<file path="config.mk">
export PLATFORM = sky130hd
export DESIGN_NAME = wan_cell_shaper_bank
export DESIGN_NICKNAME = d
export VERILOG_FILES = /design/src/core/shaper_pkg.sv /design/src/core/shaper_cfg_if.sv /design/src/core/shaper_unit.sv /design/src/core/wan_cell_shaper_bank.sv
export SDC_FILE = /design/constraint.sdc
export NUM_CORES = 2
export LEC_CHECK = 0
export BUFFER_PORTS_ARGS = -buffer_cell sky130_fd_sc_hd__buf_4
export CAP_MARGIN = 20
export CORE_MARGIN = 4
export CORE_UTILIZATION = 35
export DETAILED_ROUTE_END_ITERATION = 8
export PLACE_DENSITY_LB_ADDON = 0.15
export SETUP_SLACK_MARGIN = 0.15
export SLEW_MARGIN = 10
export SYNTH_ARGS = -nofsm -noshare
export SYNTH_HDL_FRONTEND = slang
export SYNTH_HIERARCHICAL = 1
export SYNTH_SLANG_ARGS = --single-unit
</file>
<file path="constraint.sdc">
create_clock -name pclk -period 16.8 [get_ports pclk]
set_input_delay 0.84 -clock pclk [delete_from_list [all_inputs] [get_ports pclk]]
set_output_delay 0.84 -clock pclk [all_outputs]
set_load 0.02 [all_outputs]
</file>
<file path="src/core/shaper_pkg.sv">
// Shared constants for the WAN cell shaper bank.
// Assumes a single system clock domain and an APB register slave.
package shaper_pkg;
  localparam int NUM_SHAPERS = 4;
  localparam logic [11:0] SHAPER0_CONFIG_ADDR = 12'h0730;
  localparam logic [11:0] SHAPER1_CONFIG_ADDR = 12'h0734;
  localparam logic [11:0] SHAPER2_CONFIG_ADDR = 12'h0738;
  localparam logic [11:0] SHAPER3_CONFIG_ADDR = 12'h073c;
  localparam logic [11:0] IRQ_STATUS_ADDR = 12'h0740;
  localparam logic [11:0] IRQ_CLEAR_ADDR = 12'h0744;
  localparam logic [11:0] IRQ_ENABLE_ADDR = 12'h0748;
  localparam logic [31:0] CONFIG_RESET = 32'h0000_0000;
  localparam logic [31:0] CONFIG_WMASK = 32'h1ff3_fff7;
  localparam int EN_BIT = 0;
  localparam int SLOW_BIT = 1;
  localparam int THR_SEL_BIT = 2;
  localparam int PORT_LSB = 4;
  localparam int CLASS_LSB = 6;
  localparam int MEAS_LSB = 8;
  localparam int THR_LSB = 12;
  localparam int RED_LSB = 16;
  localparam int RATE_LSB = 20;
  localparam int CONG_BIT = 31;
  localparam int MEAS_BASE_LOG2 = 6;
  localparam logic [8:0] RATE_FLOOR = 9'h001;
  localparam logic [15:0] QLEN_ONE = 16'h0001;
  localparam logic [3:0] STRETCH_MAX = 4'hf;
endpackage

</file>
<file path="src/core/shaper_cfg_if.sv">
// Per-shaper configuration and status between bank and shaper units.
// Assumes the bank drives config and the unit reports congestion.
`timescale 1ns/10ps
interface shaper_cfg_if;
  logic [31:0] cfg;
  logic congested;
  logic [8:0] slot_interval;
  modport bank (output cfg, input congested, input slot_interval);
  modport unit (input cfg, output congested, output slot_interval);
endinterface

</file>
<file path="src/core/shaper_unit.sv">
// One rate shaper: measurement window, congestion test, slot stretching.
// Assumes queue length and departure pulses on the system clock.
`timescale 1ns/10ps
module shaper_unit
  import shaper_pkg::*;
(
  input wire logic pclk,
  input wire logic presetn,
  input wire logic ce,
  shaper_cfg_if.unit cif,
  input wire logic [15:0] qlen,
  input wire logic depart,
  output logic slot_tick
);
  logic [21:0] win_cnt_r;
  logic [15:0] dep_cnt_r, last_dep_r;
  logic [3:0] stretch_r;
  logic [3:0] relax_cnt_r;
  logic [12:0] slot_cnt_r;
  logic cong_r;
  // Longest window is 64 * 2^15 cycles, so 22 bits are needed
  logic [21:0] win_len;
  logic [15:0] thr_val, cmp_val;
  logic [3:0] red_cnt;
  logic slow_en, win_end, cong_now;
  logic [12:0] eff_interval;

  // Decode fields, ignored unless slow-down enabled
  assign slow_en = cif.cfg[EN_BIT] & cif.cfg[SLOW_BIT];
  assign win_len = 22'(1) << (MEAS_BASE_LOG2 + int'(cif.cfg[MEAS_LSB +: 4]));
  // Shift count kept at 5 bits so T = 15 gives the full 16-bit mask
  assign thr_val = 16'((QLEN_ONE << (5'(cif.cfg[THR_LSB +: 4]) + 5'h01)) - QLEN_ONE);
  assign red_cnt = 4'((5'h02 << cif.cfg[RED_LSB +: 2]) - 5'h01);
  assign win_end = (win_cnt_r == win_len - 22'(1));
  // Threshold only read when both selects set
  assign cmp_val = cif.cfg[THR_SEL_BIT] ? thr_val : last_dep_r;
  assign cong_now = slow_en && (qlen > cmp_val);
  assign cif.congested = cong_r;
  assign cif.slot_interval = cif.cfg[RATE_LSB +: 9];

  // Window counter, plain clock cycles unaffected by stretching
  always_ff @(posedge pclk or negedge presetn) begin
    if (!presetn) begin
      win_cnt_r <= '0;
      dep_cnt_r <= '0;
      last_dep_r <= '0;
    end else if (ce) begin
      win_cnt_r <= win_end ? '0 : win_cnt_r + 22'(1);
      if (win_end) begin
        last_dep_r <= dep_cnt_r;
        dep_cnt_r <= 16'(depart);
      end else if (depart) begin
        dep_cnt_r <= dep_cnt_r + 16'(1);
      end
    end
  end

  // Stretch grows per congested window, relaxes every red_cnt + 1 clear windows
  always_ff @(posedge pclk or negedge presetn) begin
    if (!presetn) begin
      stretch_r <= '0;
      relax_cnt_r <= '0;
      cong_r <= 1'b0;
    end else if (ce) begin
      cong_r <= 1'b0;
      if (!slow_en) begin
        stretch_r <= '0;
        relax_cnt_r <= '0;
      end else if (win_end) begin
        if (cong_now) begin
          if (stretch_r != STRETCH_MAX) stretch_r <= stretch_r + 4'h1;
          relax_cnt_r <= '0;
          cong_r <= 1'b1;
        end else if (stretch_r != 4'h0) begin
          if (relax_cnt_r >= red_cnt) begin
            stretch_r <= stretch_r - 4'h1;
            relax_cnt_r <= '0;
          end else begin
            relax_cnt_r <= relax_cnt_r + 4'h1;
          end
        end
      end
    end
  end

  // Timeslot reference: rate plus rate * stretch / 16; disabled shaper never ticks
  assign eff_interval = 13'(cif.cfg[RATE_LSB +: 9]) + 13'(cif.cfg[RATE_LSB +: 9]) *
    13'(stretch_r) / 13'(16);
  always_ff @(posedge pclk or negedge presetn) begin
    if (!presetn) begin
      slot_cnt_r <= '0;
      slot_tick <= 1'b0;
    end else if (ce) begin
      slot_tick <= 1'b0;
      if (!cif.cfg[EN_BIT]) begin
        slot_cnt_r <= '0;
      end else if (slot_cnt_r + 13'(1) >= eff_interval) begin
        slot_cnt_r <= '0;
        slot_tick <= 1'b1;
      end else begin
        slot_cnt_r <= slot_cnt_r + 13'(1);
      end
    end
  end

  AST_DISABLED_SILENT: assert property (@(posedge pclk) disable iff (!presetn)
    !cif.cfg[EN_BIT] |=> !slot_tick) else $error("disabled shaper ticked");
  AST_NO_SLOW_NO_CONG: assert property (@(posedge pclk) disable iff (!presetn)
    !slow_en |=> !cong_r) else $error("congestion with slow-down off");
endmodule

</file>
<file path="src/core/wan_cell_shaper_bank.sv">
// Bank of four WAN class-queue rate shapers with an APB register slave.
// Assumes the queue engine supplies per-port/class lengths and departures.
//
// Contract
// - Shaped WAN pairs override circuit queue select
// - Slow-down stretches the shaper time reference
// - Compare select: departures or threshold
// - Slow-down off ignores window, select, factor
// - Threshold used only with both enables
// - Window is 64 times two^code cycles
// - Threshold equals two^(T+1) minus one
// - Reduction factor decodes 2, 4, 8, 16
// - Rate field is cycles per timeslot
// - Bit 31 congestion flag, cleared on read
// - Port bits 5:4, class bits 7:6
`timescale 1ns/10ps
module wan_cell_shaper_bank
  import shaper_pkg::*;
(
  input wire logic pclk,
  input wire logic presetn,
  input wire logic ce,
  input wire logic psel,
  input wire logic penable,
  input wire logic pwrite,
  input wire logic [11:0] paddr,
  input wire logic [31:0] pwdata,
  output logic [31:0] prdata,
  output logic pready,
  output logic pslverr,
  input wire logic [255:0] class_qlen,
  input wire logic [15:0] class_depart,
  input wire logic [1:0] lookup_port,
  input wire logic [1:0] lookup_class,
  input wire logic [1:0] circuit_queue_select,
  output logic [1:0] queue_select_out,
  output logic queue_shaped,
  output logic [3:0] slot_tick_out,
  output logic irq
);
  logic [31:0] cfg_r [NUM_SHAPERS];
  logic [3:0] cong_flag_r;
  logic [3:0] irq_stat_r, irq_en_r;
  logic [3:0] slot_tick;
  logic [3:0] cong_evt;
  logic [3:0] hit;
  logic [3:0] read_clr;
  logic [1:0] hit_idx;
  logic [31:0] rdata_nxt;
  logic wr_acc, rd_acc, addr_ok;
  logic [3:0] cfg_sel;

  shaper_cfg_if cif [NUM_SHAPERS] ();

  // One unit per shaper, each fed its selected class queue
  for (genvar i = 0; i < NUM_SHAPERS; i++) begin : g_shp
    logic [3:0] qid;
    assign qid = {cfg_r[i][CLASS_LSB +: 2], cfg_r[i][PORT_LSB +: 2]};
    assign cif[i].cfg = cfg_r[i];
    assign cong_evt[i] = cif[i].congested;
    assign cfg_sel[i] = (paddr == SHAPER0_CONFIG_ADDR + 12'(4 * i));
    assign hit[i] = cfg_r[i][EN_BIT] && (cfg_r[i][PORT_LSB +: 2] == lookup_port) &&
      (cfg_r[i][CLASS_LSB +: 2] == lookup_class);
    shaper_unit u_unit (
      .pclk(pclk),
      .presetn(presetn),
      .ce(ce),
      .cif(cif[i]),
      .qlen(class_qlen[16 * qid +: 16]),
      .depart(class_depart[qid]),
      .slot_tick(slot_tick[i])
    );
  end

  // APB decode; zero-wait-state slave
  assign wr_acc = psel && penable && pwrite && pready;
  assign rd_acc = psel && penable && !pwrite && pready;
  assign addr_ok = (|cfg_sel) || paddr == IRQ_STATUS_ADDR || paddr == IRQ_CLEAR_ADDR ||
    paddr == IRQ_ENABLE_ADDR;
  assign read_clr = rd_acc ? cfg_sel : 4'h0;

  // Config writes; read-only bits masked, selectors relied upon static
  always_ff @(posedge pclk or negedge presetn) begin
    if (!presetn) begin
      for (int k = 0; k < NUM_SHAPERS; k++) cfg_r[k] <= CONFIG_RESET;
    end else if (ce && wr_acc) begin
      for (int k = 0; k < NUM_SHAPERS; k++) begin
        if (cfg_sel[k]) cfg_r[k] <= pwdata & CONFIG_WMASK;
      end
    end
  end

  // Sticky congestion flag; a new event beats the read clear
  always_ff @(posedge pclk or negedge presetn) begin
    if (!presetn) begin
      cong_flag_r <= '0;
    end else if (ce) begin
      cong_flag_r <= (cong_flag_r & ~read_clr) | cong_evt;
    end
  end

  // Interrupt status, write-one-to-clear, set wins
  always_ff @(posedge pclk or negedge presetn) begin
    if (!presetn) begin
      irq_stat_r <= '0;
      irq_en_r <= '0;
    end else if (ce) begin
      irq_stat_r <= (irq_stat_r & ~((wr_acc && paddr == IRQ_CLEAR_ADDR) ? pwdata[3:0] : 4'h0))
        | cong_evt;
      if (wr_acc && paddr == IRQ_ENABLE_ADDR) irq_en_r <= pwdata[3:0];
    end
  end

  // Read mux; unmapped addresses return zero with error
  always_comb begin
    rdata_nxt = '0;
    for (int k = 0; k < NUM_SHAPERS; k++) begin
      if (cfg_sel[k]) rdata_nxt = cfg_r[k] | (32'(cong_flag_r[k]) << CONG_BIT);
    end
    if (paddr == IRQ_STATUS_ADDR) rdata_nxt = 32'(irq_stat_r);
    if (paddr == IRQ_ENABLE_ADDR) rdata_nxt = 32'(irq_en_r);
  end

  // Ready registered high after setup; prdata captured with it
  always_ff @(posedge pclk or negedge presetn) begin
    if (!presetn) begin
      pready <= 1'b0;
      prdata <= '0;
      pslverr <= 1'b0;
    end else if (ce) begin
      pready <= psel && !penable;
      prdata <= (psel && !penable && !pwrite) ? rdata_nxt : '0;
      pslverr <= psel && !penable && !addr_ok;
    end
  end

  // Queue override for shaped WAN pairs
  always_comb begin
    hit_idx = 2'd0;
    for (int k = NUM_SHAPERS - 1; k >= 0; k--) if (hit[k]) hit_idx = 2'(k);
  end
  always_ff @(posedge pclk or negedge presetn) begin
    if (!presetn) begin
      queue_select_out <= '0;
      queue_shaped <= 1'b0;
      slot_tick_out <= '0;
      irq <= 1'b0;
    end else if (ce) begin
      queue_shaped <= |hit;
      queue_select_out <= (|hit) ? hit_idx : circuit_queue_select;
      slot_tick_out <= slot_tick;
      irq <= |(irq_stat_r & irq_en_r);
    end
  end

  AST_FLAG_SETS: assert property (@(posedge pclk) disable iff (!presetn)
    ce && cong_evt[0] |=> cong_flag_r[0]) else $error("flag not set");
  AST_READ_CLEARS: assert property (@(posedge pclk) disable iff (!presetn)
    ce && read_clr[0] && !cong_evt[0] |=> !cong_flag_r[0]) else $error("read no clear");
  AST_OVERRIDE: assert property (@(posedge pclk) disable iff (!presetn)
    ce && |hit |=> queue_shaped) else $error("shaped pair not overridden");
  AST_PASS: assert property (@(posedge pclk) disable iff (!presetn)
    ce && !(|hit) |=> queue_select_out == $past(circuit_queue_select))
    else $error("unshaped select altered");
  AST_RO_MASK: assert property (@(posedge pclk) disable iff (!presetn)
    1'b1 |-> cfg_r[0][CONG_BIT] == 1'b0) else $error("ro bit stored");
  AST_DISABLED: assert property (@(posedge pclk) disable iff (!presetn)
    ce && !cfg_r[1][EN_BIT] ##1 ce && !cfg_r[1][EN_BIT] |=> !slot_tick_out[1])
    else $error("disabled tick");
  AST_IRQ: assert property (@(posedge pclk) disable iff (!presetn)
    ce && |(irq_stat_r & irq_en_r) |=> irq) else $error("irq missing");
  AST_READY: assert property (@(posedge pclk) disable iff (!presetn)
    ce && psel && !penable |=> pready) else $error("no ready");
  COV_CONG: cover property (@(posedge pclk) cong_flag_r[0]);
  COV_READ: cover property (@(posedge pclk) rd_acc && cfg_sel[0]);
  COV_SHAPED: cover property (@(posedge pclk) queue_shaped);
endmodule

</file>
==> results.md <==
- Across the whole layout, storage elements account for 11600 µm².
- The critical path data required time is 17.37 ns.
- The global-route wire length before repair is around 220000 µm.
- Cells with a size suffix above 1 make up 24.9% of the layout.
- The worst slew slack as a fraction of its limit is between 20 and 25%.
- The post-CTS clock slew at the launch and capture registers of the worst setup and hold paths is 0.06 ns.
- The worst setup path is of the flip-flop to flip-flop kind.
- The final cycle utilization of the critical path is slightly above 40%.
- The number of antenna violations at the first check in global routing is 13.
- In this run, placement finished with an instance count of between 6000 and 7000.
- The depth of the worst register-to-register path is 16.
- In this run the vertical extent of the chip is 362 µm.
- The slew at the pin with the worst max-slew slack is 1.18 ns.
- Across the routed clock network, the largest skew measured is 0.0346 ns.
- The accumulated negative setup slack is 0 ns.
- The congestion estimate from routability-driven global placement came to 0.880.
- The post-synthesis instance area is 44000 µm².
- The final net count is roughly 5200.
- Using the TritonRoute via totals, the vias-per-cell ratio works out to between 5 and 6.
- Cells fill 40.3% of the core in the end.
- Post-CTS timing repair inserted 0 buffers for setup.
- STA classifies the critical path startpoint as a flip-flop.
- Data on the critical path arrives at its endpoint at between 7 and 8 ns.
- In this run the tool buffered the top-level ports with 360 buffer cells.
- The floorplan has 129 rows.
- The count of filler cells inserted in the layout is 12176.
- 370 I/O pins were placed.
- The number of buffers added to fix hold violations after cts is 0.
- The worst supply voltage drop on vdd is 0.0828 mV.
- Summed over all cells, the static leakage comes to 0.0209 µW.
- In the final routed layout, each cell accounts on average for 23.1 µm.
- The placed instances occupy a cell area of 47900 µm².
- Setup repair after global routing left no endpoint under its margin.
- The number of global-route vias before repair was 35420.
- In this run the mean area of a mapped cell was 10.1 µm².
- Subtracting the final worst setup slack from the clock period gives 6.76 ns.
- Entering global routing, the biggest net connects 148 pins.
- The type of the most critical hold path is primary input to asynchronous set/reset pin.
- The initial core utilization is 35.4%.
- Measured along the x axis, the die boundary spans 362 µm.
- After the first detailed-routing iteration, the DRC count stood at 2645.
- The via count of the routed design is ~36000.
- The core box area is between 100000 and 150000 µm².
- The final layout contains routed wiring with a total length of 144000 µm.
- Buffers inserted during clock tree synthesis total 58.
- The count of nets left with antenna violations after detail routing is 0.
- In the final layout, the multi-input gates occupy 30300 µm².
- The most frequent standard cell in the layout excluding fill and tap cells is dfrtp_1.
- TritonCTS built the clock tree.
- Before antenna repair, the detailed router went through 5 iterations.
- The Yosys step of the flow raised 6 warnings.
- The count of maximum capacitance violations is 0.
- Summing all non-filler instances in the final layout gives an area of 50000 µm².
- Synthesis produced a netlist whose cell count is 4333.
- The clock insertion delay at the later pin of the skew report is 0.66 ns.
- The aggregate global routing overflow is 0.
- The H-tree was split into 2 levels.
- In the routed design, unresolved DRC markers number 0.
- The run finished with clean final reports.
- Along the worst path, the maximum fanout reaches 40.
- For this run, the total global-route usage over all layers was measured as 21.6%.
- The endpoint class of the critical path is a flip-flop.
- In this run the clock root is driven by a clkbuf_16.
- Once detailed placement completed, the half-perimeter wirelength came to 108000 µm.
- Setup violations remaining at the end of the flow were counted as 0.
- The die covers 131000 µm².
- The count of endpoints failing hold in the final timing report is 0.
- The fmax is 148 MHz.
- The areal power density over the cells is around 66 nW/µm².
- The number of standard cells in the layout, taps in and fillers out is 6220.
- Gates resized during post-CTS repair numbered 0.
- The number of max-slew violations in the final report came to 0.
- In this run the deepest clock path goes through 3 buffers.
- The clock sink total is 462.
- The area growth from synthesis to final layout is 13.8%.
- In the layout the commonest cells are dfrtp_1 (450), buf_4 (405), mux4_2 (341), nor2_1 (300), nand2_1 (289).
## flip-flops by register name, summed over array words and instances (netlist names)
| signal | cells |
|---|---|
| g_shp.u_unit/win_cnt_r | 88 |
| queue_shaped | 1 |
| g_shp.u_unit/slot_tick | 4 |
| g_shp.u_unit/last_dep_r | 64 |
| cong_flag_r | 4 |
| irq | 1 |
| pready | 1 |
| g_shp.u_unit/relax_cnt_r | 16 |
| irq_stat_r | 4 |
| slot_tick_out | 4 |
| g_shp.u_unit/slot_cnt_r | 52 |
| pslverr | 1 |
| irq_en_r | 4 |
| prdata | 28 |
| queue_select_out | 2 |
| g_shp.u_unit/dep_cnt_r | 64 |
| g_shp.u_unit/stretch_r | 16 |
| g_shp.u_unit/cif.congested | 4 |
| cif.cfg | 104 |
## where the power goes
part / leakage [µW] / internal [µW] / switching, µW
Combinational: 0.0136 / 269 / 304
Sequential: 0.00625 / 1190 / 116
Clock: 0.00105 / 873 / 538
## path summary, 6_finish.rpt
check	start	end	slack [ns]
worst max register to register	cif[2].cfg[4]$_DFFE_PN0P_	g_shp[2].u_unit/stretch_r[3]$_DFFE_PN0P_	10.04
max in group asynchronous	presetn	cif[3].cfg[4]$_DFFE_PN0P_	14.39
worst min-delay path	presetn	g_shp[1].u_unit/slot_cnt_r[2]$_DFFE_PN0P_	0.16
min in group pclk	pwdata[7]	cif[3].cfg[7]$_DFFE_PN0P_	0.44
worst max-delay path	cif[2].cfg[4]$_DFFE_PN0P_	g_shp[2].u_unit/stretch_r[3]$_DFFE_PN0P_	10.04
worst min register to register	g_shp[0].u_unit/last_dep_r[13]$_DFFE_PN0P_	g_shp[0].u_unit/last_dep_r[13]$_DFFE_PN0P_	0.49
## critical path, cell delays in order, from the launching register on
cell and delay, ns:
dfrtp_4 0.91, buf_4 0.75, mux4_2 0.61, mux4_2 0.60
ha_1 0.35, and4_1 0.21, nand4_1 0.12, a311o_1 0.31
a31oi_2 0.67, inv_1 0.25, ha_1 0.34, a21o_1 0.17
a21oi_1 0.17, xnor2_1 0.09, or4b_2 0.63, o32ai_1 0.22
nand2b_1 0.14
## metrics by stage
step / total power, µW / worst slack [ns] / hold WS [ns]
final: 3290 / 10.04 / 0.158
after global routing: 3450 / 9.61 / 0.214
after CTS: 3330 / 10.06 / 0.177
after detailed placement: 1900 / 10.11 / 0.471
after global placement: 1890 / 10.06 / 0.466
after floorplan: 1650 / 11.17 / 0.450
## cell type report
type                       instances  share of cell area, %
antenna                            7                 0.0350
clock inverter                    30                  0.940
timing repair buffer             408                   6.17
tap                             1637                   4.09
multi-input combinational       3373                   60.5
clock buffer                      79                   3.38
inverter                         224                   1.68
sequential                       462                   23.2
## metal layers
layer / track usage, % / wire, µm / up-vias
met5: 0 / 57 / -
met4: 6.71 / 4560 / 8
met3: 4.55 / 9760 / 167
met2: 35.5 / 67600 / 974
met1: 28.5 / 61900 / 17848
li1: - / - / 16612
(Power assumes the default switching activity.)
